### src/design/ira_pkg.sv
/*
 * Shared constants for the indirect register access block: main-space
 * offsets, control fields, page codes, page-zero layout and reset values.
 * Assumes an 8-bit register space reached by decoded serial transactions.
 */
package ira_pkg;

	// Main-space register offsets
	localparam logic [7:0] REG_IND_CTL = 8'hb0;
	localparam logic [7:0] REG_IND_OFS = 8'hb1;
	localparam logic [7:0] REG_IND_DATA = 8'hb2;
	localparam logic [7:0] REG_ALIAS = 8'hf9;
	localparam logic [7:0] REG_RSVD_FA = 8'hfa;
	localparam logic [7:0] REG_RSVD_FB = 8'hfb;

	// Field positions in the control and alias registers
	localparam int CTL_PAGE_LSB = 2;
	localparam int CTL_PAGE_MSB = 5;
	localparam int CTL_AUTOINC_BIT = 1;
	localparam int ALIAS_LSB = 1;
	localparam int ALIAS_MSB = 7;

	// Reset values of the main-space registers, plus the alias-off, read-zero and step constants
	localparam logic [7:0] CTL_RESET = 8'h00;
	localparam logic [7:0] OFS_RESET = 8'h00;
	localparam logic [7:0] ALIAS_RESET = 8'h00;
	localparam logic [6:0] ALIAS_OFF = 7'h00;
	localparam logic [7:0] READ_ZERO = 8'h00;
	localparam logic [7:0] OFS_STEP = 8'h01;

	// Page select codes
	localparam logic [3:0] PAGE_PGEN = 4'h0;
	localparam logic [3:0] PAGE_CH0 = 4'h1;
	localparam logic [3:0] PAGE_CH1 = 4'h2;
	localparam logic [3:0] PAGE_RSVD3 = 4'h3;
	localparam logic [3:0] PAGE_SHARE = 4'h5;
	localparam logic [3:0] PAGE_ALL = 4'h6;
	localparam logic [3:0] PAGE_CSI = 4'h7;

	// Offset ranges inside the pages
	localparam logic [7:0] PGEN_FIRST = 8'h01;
	localparam logic [7:0] PGEN_LAST = 8'h1f;
	localparam logic [7:0] TIM_FIRST = 8'h40;
	localparam logic [7:0] TIM_LAST = 8'h48;
	localparam logic [7:0] CH_LAST = 8'h14;
	localparam logic [7:0] SHR_LAST = 8'h04;
	localparam logic [7:0] CSI_LAST = 8'h1d;
	localparam int PGEN_N = 31;
	localparam int TIM_N = 9;
	localparam int CH_N = 21;
	localparam int SHR_N = 5;
	localparam int CSI_N = 30;

	// Page-zero pattern registers: offsets and array indices
	localparam logic [7:0] PG_CTL = 8'h01;
	localparam logic [4:0] PGI_CTL = 5'h00;
	localparam logic [4:0] PGI_CFG = 5'h01;
	localparam logic [4:0] PGI_DI = 5'h02;
	localparam logic [4:0] PGI_HI = 5'h03;
	localparam logic [4:0] PGI_LO = 5'h04;

	// Page-zero reset values: bars 8, block 3, RGB888, 1920 bytes
	localparam logic [7:0] PG_CTL_RESET = 8'h00;
	localparam logic [7:0] PG_CFG_RESET = 8'h33;
	localparam logic [7:0] PG_DI_RESET = 8'h24;
	localparam logic [7:0] PG_HI_RESET = 8'h07;
	localparam logic [7:0] PG_LO_RESET = 8'h80;
	localparam logic [3:0] BARS_RESET = 4'h8;
	localparam logic [3:0] BARS_ONE = 4'h1;

	// Page-zero field positions
	localparam int PG_ON_BIT = 0;
	localparam int PG_FIXED_BIT = 7;
	localparam int PG_BARS_MSB = 5;
	localparam int PG_BARS_LSB = 4;
	localparam int PG_SIZE_MSB = 3;
	localparam int PG_SIZE_LSB = 0;
	localparam int PG_VC_MSB = 7;
	localparam int PG_VC_LSB = 6;
	localparam int PG_DT_MSB = 5;
	localparam int PG_DT_LSB = 0;

endpackage : ira_pkg

### src/design/ira_pages.sv
/*
 * Indirect page store: page-zero pattern and timing bytes, per-channel
 * and shared test pages, transmitter test page, with a read mux.
 * Assumes the window front end gives one write strobe per data write.
 */
`timescale 1ns/1ps
module ira_pages (
	// Clock and reset
	input wire logic clock_i,
	input wire logic sys_rst_i,
	// Window access
	input wire logic wr_i,
	input wire logic [3:0] page_i,
	input wire logic [7:0] ofs_i,
	input wire logic [7:0] wdata_i,
	output logic [7:0] rdata_o,
	// Pattern generator controls
	output logic pattern_on_o,
	output logic fixed_colour_select_o,
	output logic [1:0] bar_count_code_o,
	output logic [3:0] bar_total_o,
	output logic [3:0] block_size_o,
	output logic [1:0] pattern_virtual_channel_o,
	output logic [5:0] pattern_data_type_o,
	output logic [15:0] pattern_line_length_o
);
	import ira_pkg::*;

	typedef struct packed {
		logic [PGEN_N-1:0][7:0] pgen;
		logic [TIM_N-1:0][7:0] tim;
		logic [CH_N-1:0][7:0] ch0;
		logic [CH_N-1:0][7:0] ch1;
		logic [SHR_N-1:0][7:0] shr;
		logic [CSI_N-1:0][7:0] csi;
		logic [3:0] bars;
	} ira_pages_t;

	ira_pages_t st;
	ira_pages_t next_st;
	logic in_pgen;
	logic in_tim;
	logic in_ch;
	logic in_shr;
	logic in_csi;
	logic [4:0] pg_idx;
	logic [3:0] tim_idx;
	logic [4:0] lo_idx;

	// Range decode; offsets outside every range hit nothing
	assign in_pgen = ofs_i >= PGEN_FIRST && ofs_i <= PGEN_LAST;
	assign in_tim = ofs_i >= TIM_FIRST && ofs_i <= TIM_LAST;
	assign in_ch = ofs_i <= CH_LAST;
	assign in_shr = ofs_i <= SHR_LAST;
	assign in_csi = ofs_i <= CSI_LAST;
	assign pg_idx = 5'(ofs_i - PGEN_FIRST);
	assign tim_idx = 4'(ofs_i - TIM_FIRST);
	assign lo_idx = ofs_i[4:0];

	// Read mux; reserved pages and holes read zero
	always_comb begin
		rdata_o = READ_ZERO;
		case (page_i)
		PAGE_PGEN: begin
			if (in_pgen)
				rdata_o = st.pgen[pg_idx];
			else if (in_tim)
				rdata_o = st.tim[tim_idx];
		end
		PAGE_CH0, PAGE_ALL: begin
			if (in_ch)
				rdata_o = st.ch0[lo_idx];
		end
		PAGE_CH1: begin
			if (in_ch)
				rdata_o = st.ch1[lo_idx];
		end
		PAGE_SHARE: begin
			if (in_shr)
				rdata_o = st.shr[lo_idx];
		end
		PAGE_CSI: begin
			if (in_csi)
				rdata_o = st.csi[lo_idx];
		end
		default: rdata_o = READ_ZERO;
		endcase
	end

	// Write decode; broadcast page lands in both channel sets
	always_comb begin
		next_st = st;
		if (wr_i) begin
			case (page_i)
			PAGE_PGEN: begin
				if (in_pgen)
					next_st.pgen[pg_idx] = wdata_i;
				else if (in_tim)
					next_st.tim[tim_idx] = wdata_i;
			end
			PAGE_CH0: begin
				if (in_ch)
					next_st.ch0[lo_idx] = wdata_i;
			end
			PAGE_CH1: begin
				if (in_ch)
					next_st.ch1[lo_idx] = wdata_i;
			end
			PAGE_ALL: begin
				if (in_ch) begin
					next_st.ch0[lo_idx] = wdata_i;
					next_st.ch1[lo_idx] = wdata_i;
				end
			end
			PAGE_SHARE: begin
				if (in_shr)
					next_st.shr[lo_idx] = wdata_i;
			end
			PAGE_CSI: begin
				if (in_csi)
					next_st.csi[lo_idx] = wdata_i;
			end
			default: next_st = st;
			endcase
		end
		// Decoded bar total kept as a flop so the output is glitch free
		next_st.bars = BARS_ONE <<
			next_st.pgen[PGI_CFG][PG_BARS_MSB:PG_BARS_LSB];
	end

	// State register with documented page-zero defaults
	always_ff @(posedge clock_i) begin
		if (sys_rst_i) begin
			st <= '0;
			st.pgen[PGI_CTL] <= PG_CTL_RESET;
			st.pgen[PGI_CFG] <= PG_CFG_RESET;
			st.pgen[PGI_DI] <= PG_DI_RESET;
			st.pgen[PGI_HI] <= PG_HI_RESET;
			st.pgen[PGI_LO] <= PG_LO_RESET;
			st.bars <= BARS_RESET;
		end else begin
			st <= next_st;
		end
	end

	// Pattern controls straight from the stored bytes
	assign pattern_on_o = st.pgen[PGI_CTL][PG_ON_BIT];
	assign fixed_colour_select_o = st.pgen[PGI_CFG][PG_FIXED_BIT];
	assign bar_count_code_o = st.pgen[PGI_CFG][PG_BARS_MSB:PG_BARS_LSB];
	assign bar_total_o = st.bars;
	assign block_size_o = st.pgen[PGI_CFG][PG_SIZE_MSB:PG_SIZE_LSB];
	assign pattern_virtual_channel_o =
		st.pgen[PGI_DI][PG_VC_MSB:PG_VC_LSB];
	assign pattern_data_type_o = st.pgen[PGI_DI][PG_DT_MSB:PG_DT_LSB];
	assign pattern_line_length_o =
		{st.pgen[PGI_HI], st.pgen[PGI_LO]};

endmodule : ira_pages

### src/design/ira_top.sv
/*
 * Register access front end: main and port-one alias target decode,
 * indirect window (control, offset, data) with auto-increment, and the
 * paged store holding the pattern generator controls.
 * Assumes the serial target logic outside hands over one decoded
 * transaction per cycle at most: target, direction, offset and data.
 */
// How it works
// - Alias target bits 7:1 claim port-one transactions
// - Zero alias field disables the alias decoder
// - Alias transactions also reach all shared registers
// - Window registers sit at three consecutive offsets
// - Control bits 5:2 choose the indirect page
// - Auto-increment advances offset after each data access
// - Page zero: pattern and timing ranges
// - Pages one, two: channel test sets
// - Page seven transmitter test; three, four reserved
// - Page-zero 0x01 bit 0 enables generator
// - Config bit 7 picks fixed or bars
// - Fixed block size field, reset three
// - Virtual channel from 0x03 bits 7:6
// - Data type bits 5:0, reset 0x24
// - 0x04 holds line length high byte
// - 0x05 holds line length low byte
`timescale 1ns/1ps
module ira_top #(
	// Main target address; value is arbitrary
	parameter logic [6:0] MAIN_TARGET = 7'h30
) (
	// Clock and reset
	input wire logic clock_i,
	input wire logic sys_rst_i,
	// Decoded transaction in
	input wire logic xact_valid_i,
	input wire logic [6:0] xact_target_i,
	input wire logic xact_write_i,
	input wire logic [7:0] xact_reg_i,
	input wire logic [7:0] xact_wdata_i,
	// Transaction answer
	output logic xact_done_o,
	output logic xact_claimed_o,
	output logic xact_port_one_o,
	output logic [7:0] xact_rdata_o,
	// Pattern generator controls
	output logic pattern_on_o,
	output logic fixed_colour_select_o,
	output logic [1:0] bar_count_code_o,
	output logic [3:0] bar_total_o,
	output logic [3:0] block_size_o,
	output logic [1:0] pattern_virtual_channel_o,
	output logic [5:0] pattern_data_type_o,
	output logic [15:0] pattern_line_length_o
);
	import ira_pkg::*;

	typedef struct packed {
		logic [7:0] ctl;
		logic [7:0] ofs;
		logic [7:0] alias_reg;
		logic done;
		logic claimed;
		logic port_one;
		logic [7:0] rdata;
	} ira_state_t;

	ira_state_t st;
	ira_state_t next_st;
	logic hit_main;
	logic hit_alias;
	logic claim_now;
	logic pg_wr;
	logic [7:0] pg_rdata;
	logic [3:0] page_sel;
	logic [6:0] port_one_alias_value;

	// Target decode; a zero alias never matches
	assign port_one_alias_value = st.alias_reg[ALIAS_MSB:ALIAS_LSB];
	assign hit_main = xact_target_i == MAIN_TARGET;
	assign hit_alias = port_one_alias_value != ALIAS_OFF &&
		xact_target_i == port_one_alias_value;
	assign claim_now = xact_valid_i && (hit_main || hit_alias);
	assign page_sel = st.ctl[CTL_PAGE_MSB:CTL_PAGE_LSB];

	// Transaction handling; window is shared so the alias reaches it too
	always_comb begin
		next_st = st;
		next_st.done = 1'b0;
		next_st.claimed = 1'b0;
		next_st.port_one = 1'b0;
		pg_wr = 1'b0;
		if (xact_valid_i) begin
			next_st.done = 1'b1;
			next_st.rdata = READ_ZERO;
		end
		if (claim_now) begin
			next_st.claimed = 1'b1;
			next_st.port_one = hit_alias;
			case (xact_reg_i)
			REG_IND_CTL: begin
				if (xact_write_i)
					next_st.ctl = xact_wdata_i;
				else
					next_st.rdata = st.ctl;
			end
			REG_IND_OFS: begin
				if (xact_write_i)
					next_st.ofs = xact_wdata_i;
				else
					next_st.rdata = st.ofs;
			end
			REG_IND_DATA: begin
				if (xact_write_i)
					pg_wr = 1'b1;
				else
					next_st.rdata = pg_rdata;
				// Offset wraps at 0xff; holes still step
				if (st.ctl[CTL_AUTOINC_BIT])
					next_st.ofs = st.ofs + OFS_STEP;
			end
			REG_ALIAS: begin
				// Bit 0 is read-only zero
				if (xact_write_i)
					next_st.alias_reg = {xact_wdata_i[ALIAS_MSB:ALIAS_LSB],
						1'b0};
				else
					next_st.rdata = st.alias_reg;
			end
			REG_RSVD_FA, REG_RSVD_FB: next_st.rdata = READ_ZERO;
			default: next_st.rdata = READ_ZERO;
			endcase
		end
	end

	// State register
	always_ff @(posedge clock_i) begin
		if (sys_rst_i) begin
			st <= '0;
			st.ctl <= CTL_RESET;
			st.ofs <= OFS_RESET;
			st.alias_reg <= ALIAS_RESET;
		end else begin
			st <= next_st;
		end
	end

	assign xact_done_o = st.done;
	assign xact_claimed_o = st.claimed;
	assign xact_port_one_o = st.port_one;
	assign xact_rdata_o = st.rdata;

	// Paged store behind the data register
	ira_pages u_pages (
		.clock_i(clock_i),
		.sys_rst_i(sys_rst_i),
		.wr_i(pg_wr),
		.page_i(page_sel),
		.ofs_i(st.ofs),
		.wdata_i(xact_wdata_i),
		.rdata_o(pg_rdata),
		.pattern_on_o(pattern_on_o),
		.fixed_colour_select_o(fixed_colour_select_o),
		.bar_count_code_o(bar_count_code_o),
		.bar_total_o(bar_total_o),
		.block_size_o(block_size_o),
		.pattern_virtual_channel_o(pattern_virtual_channel_o),
		.pattern_data_type_o(pattern_data_type_o),
		.pattern_line_length_o(pattern_line_length_o)
	);

	// Offsets of the pattern shape and packet identity bytes
	localparam logic [7:0] PG_CFG_OFS = PG_CTL + OFS_STEP;
	localparam logic [7:0] PG_DI_OFS = PG_CFG_OFS + OFS_STEP;
endmodule : ira_top

### config.mk
export PLATFORM = sky130hd
export DESIGN_NAME = ira_top
export DESIGN_NICKNAME = d
export VERILOG_FILES = /design/src/design/ira_pkg.sv /design/src/design/ira_pages.sv /design/src/design/ira_top.sv
export SDC_FILE = /design/constraint.sdc
export NUM_CORES = 2
export LEC_CHECK = 0
export BUFFER_PORTS_ARGS = -buffer_cell sky130_fd_sc_hd__buf_4
export CORE_MARGIN = 10
export CORE_UTILIZATION = 57
export DETAILED_ROUTE_END_ITERATION = 12
export HOLD_SLACK_MARGIN = 0.08
export PLACE_DENSITY = 0.76
export SETUP_SLACK_MARGIN = 0.15
export SYNTH_ARGS = -nofsm -noshare
export SYNTH_HDL_FRONTEND = slang
export SYNTH_SLANG_ARGS = --single-unit
### constraint.sdc
create_clock -name clock_i -period 4.2 [get_ports clock_i]
set_input_delay 0.21 -clock clock_i [delete_from_list [all_inputs] [get_ports clock_i]]
set_output_delay 0.21 -clock clock_i [all_outputs]
set_load 0.01 [all_outputs]
==> flow_metrics.env <==
export IMPL_status="complete, no violations"
export IMPL_dr_total_vias=38800
export IMPL_synth_seq_cells=974
export IMPL_synthArstFlopShare=0
export IMPL_routed_wl_mm=142
export IMPL_crit_top_cell="buf_12"
export IMPL_drc=0
export IMPL_layout_drive_gt1_share=0.130
export IMPL_critPathRequiredTime_ns=4.77
export IMPL_finalCritPeriodShare=0.908
export IMPL_io_pins=74
export IMPL_ys_warn_count=0
export IMPL_portBuffers=73
export IMPL_slowest_stage="a2111oi_0"
export IMPL_grt_max_degree=250
export IMPL_synth_flop_cell="dfxtp_1"
export IMPL_syn_instance_count=5085
export IMPL_setup_viol=0
export IMPL_leakagePower_nw=18.4
export IMPL_ant_nets=0
export IMPL_path_cells="buf_12, buf_12, nor2b_2, buf_4, nand2_1, a31o_2, a2111oi_0, a41oi_1, a211o_1"
export IMPL_fin_ws_ns=0.386
export IMPL_dp_slack_ns=0.619
export IMPL_drt_first_pass_iters=7
export IMPL_die_x_um=299
export IMPL_track_usage=0.303
export IMPL_crit_fanout=92
export IMPL_end_kind="flip-flop"
export IMPL_nFillCells=6182
export IMPL_area_growth_pct=10.2
export IMPL_synth_distinct_cells=85
export IMPL_insertion_delay_ns=0.69
export IMPL_finalCriticalPeriod_ns=3.81
export IMPL_die_area_um2=89700
export IMPL_clk_pin_slew_worst_paths_ns=0.06
export IMPL_cap_violations=0
export IMPL_htreeDepth=3
export IMPL_postSynthAreaPerCell_um2=8.75
export IMPL_slew_violations=0
export IMPL_power_density_nw_per_um2=393
export IMPL_max_stage_delay_ns=0.68
export IMPL_antenna_found_initial=1
export IMPL_vdd_drop_max_uv=328
export IMPL_drt_iter0_drc=5580
export IMPL_cts_hold_buf=4
export IMPL_place_hpwl_mm=89.4
export IMPL_synth_top_area_share=0.438
export IMPL_cp_start_kind="flip-flop"
export IMPL_syn_nets=5117
export IMPL_start_util=0.575
export IMPL_fin_skew_ns=0.0174
export IMPL_numCtsBuffers=100
export IMPL_rows=102
export IMPL_clock_fmax_mhz=262
export IMPL_clockRootBuffer="clkbuf_16"
export IMPL_clock_path_buffers=3
export IMPL_ctsResizeCount=0
export IMPL_ff_latch_area_um2=19500
export IMPL_worstMarginPinSlew_ns=1.30
export IMPL_viasPerCell=6.41
export IMPL_postLayoutCoreUtil=0.633
export IMPL_critical_path_class="reg2reg"
export IMPL_synth_area_leader_cell="dfxtp_1"
export IMPL_cts_tree="yes"
export IMPL_die_h_um=299
export IMPL_overflow=0
export IMPL_core_area_um2=77500
export IMPL_grt_pass1_vias=36100
export IMPL_seq_area_frac_synth=0.438
export IMPL_nets=4967
export IMPL_hold_viol_final=0
export IMPL_finalSetupTns_ns=0
export IMPL_synth_top_cells_by_area="dfxtp_1 44%, nand2_1 11%, mux2i_1 9.9%"
export IMPL_synth_area_um2=44500
export IMPL_synth_edf_count=0
export IMPL_slew_headroom=0.132
export IMPL_cts_sinks=974
export IMPL_path_delay_family="compound AO/OA/AOI/OAI gates"
export IMPL_rsz0062_at_grt="no"
export IMPL_post_cts_buffers=0
export IMPL_hold_class="in2reg"
export IMPL_routabilityCongestion=0.954
export IMPL_path_buf_inv=3
export IMPL_grt_pass1_wl_mm=217
export IMPL_multiInputGateArea_um2=23100
export IMPL_critPathArrivalTime_ns=4.38
export IMPL_wl_per_cell_um=23.4
-- through the flow --
| stage | hold slack [ns] | std cells | area [um^2] | power [mW] |
|---|---|---|---|---|
| finish | 0.124 | 6057 | 49100 | 19.3 |
| floorplan | 0.348 | 5085 | 44500 | 9.71 |
| CTS | 0.0847 | 6056 | 49100 | 19.3 |
| detailed placement | 0.442 | 5869 | 45500 | 9.86 |
| global placement | 0.434 | 5869 | 45500 | 9.86 |
| global route | 0.152 | 6056 | 49100 | 19.7 |
-- routing by layer --
layer | routed length, um | part of all wire | GRT usage | vias to the layer above
met5 | 13 | 0.000092 | 0 | -
met4 | 6630 | 0.047 | 0.133 | 2
met2 | 61100 | 0.43 | 0.445 | 2416
li1 | - | - | - | 17300
met3 | 16500 | 0.12 | 0.0736 | 438
met1 | 57500 | 0.41 | 0.421 | 18700
-- registers in the layout, indices dropped and copies added (netlist names), 4 cells and up --
signal and count:
u_pages.block_size_o 4, st 12, port_one_alias_value 7, u_pages.bar_total_o 4, u_pages.pattern_data_type_o 6, u_pages.st 904, u_pages.pattern_line_length_o 16, xact_rdata_o 8
page_sel 4
-- logic make-up (layout without fill, tap and decap cells) --
kind of cell / count (synthesis) / after routing / share of synthesized area
other cells: 0 / 1 / 0
mux: 643 / 643 / 0.194
buf+inv: 453 / 384 / 0.0448
compound gates: 891 / 891 / 0.115
xor+xnor: 10 / 10 / 0.00197
flops: 974 / 974 / 0.438
simple gates: 2109 / 2109 / 0.205
fa+ha+maj: 5 / 5 / 0.00141
-- layout make-up --
type,count,area share
sequential,974,0.398
clock inverter,53,0.0154
clock buffer,130,0.0574
multi-input combinational,3658,0.471
tap,1040,0.0265
timing repair buffer,184,0.0308
antenna,1,0.0000510
inverter,17,0.00130
-- report_power, final --
| part | switching (mW) | internal [mW] | total [mW] | leakage [nW] |
|---|---|---|---|---|
| Clock | 3.88 | 5.74 | 9.62 | 1.78 |
| Combinational | 0.374 | 0.0624 | 0.437 | 8.82 |
| Sequential | 0.000129 | 9.23 | 9.23 | 7.84 |
| Total | 4.25 | 15.0 | 19.3 | 18.4 |
-- cell usage after synthesis (all sizes together) (18+ instances only) --
cell,count
mux2i,441
mux4,172
nand3,110
clkbuf,290
and3,20
o21ai,43
dfxtp,974
buf,146
a22oi,28
nor2,473
or3,18
a31oi,31
nor3,68
nand2,1292
o22ai,22
a21oi,638
nand4,49
mux2,30
-- placed cells by master, fill, tap and decap left out, drive strengths merged, types with 6 or more instances in the layout --
cell     count
inv         20
a211oi      12
a31oi       31
nand2     1292
dfxtp      974
clkbuf     130
a22oi       28
a221oi      12
nor2       473
and2         9
buf        180
a2bb2oi      7
mux2i      441
o21ai       43
nand4       49
mux4       172
nand2b      11
xnor2        6
nor3        68
nand3b       6
a211o       15
a21oi      638
nand3      110
bufinv      16
mux2        30
o22ai       22
or3         18
a32oi       12
a221o       10
clkinv      33
nor2b       17
nor4        17
and3        20
a2111oi     10
-- worst register-to-register path, cell delays in order, from the launching register on --
cell and delay [ns]:
dfxtp_4 0.36, buf_12 0.48, buf_12 0.48, nor2b_2 0.50, buf_4 0.29, nand2_1 0.08
a31o_2 0.26, a2111oi_0 0.68, a41oi_1 0.29, a211o_1 0.28
-- worst paths after layout --
kind	to	slack, ns	from	cells after the start
worst min register to register	u_pages.st[364]	0.45	u_pages.st[364]	2
worst max register to register	xact_rdata_o[3]	0.39	st[20]	9
worst max-delay path	xact_rdata_o[3]	0.39	st[20]	9
worst min-delay path	xact_rdata_o[6]	0.12	xact_write_i	4
No activity file was read; power rests on OpenSTA's default activity.
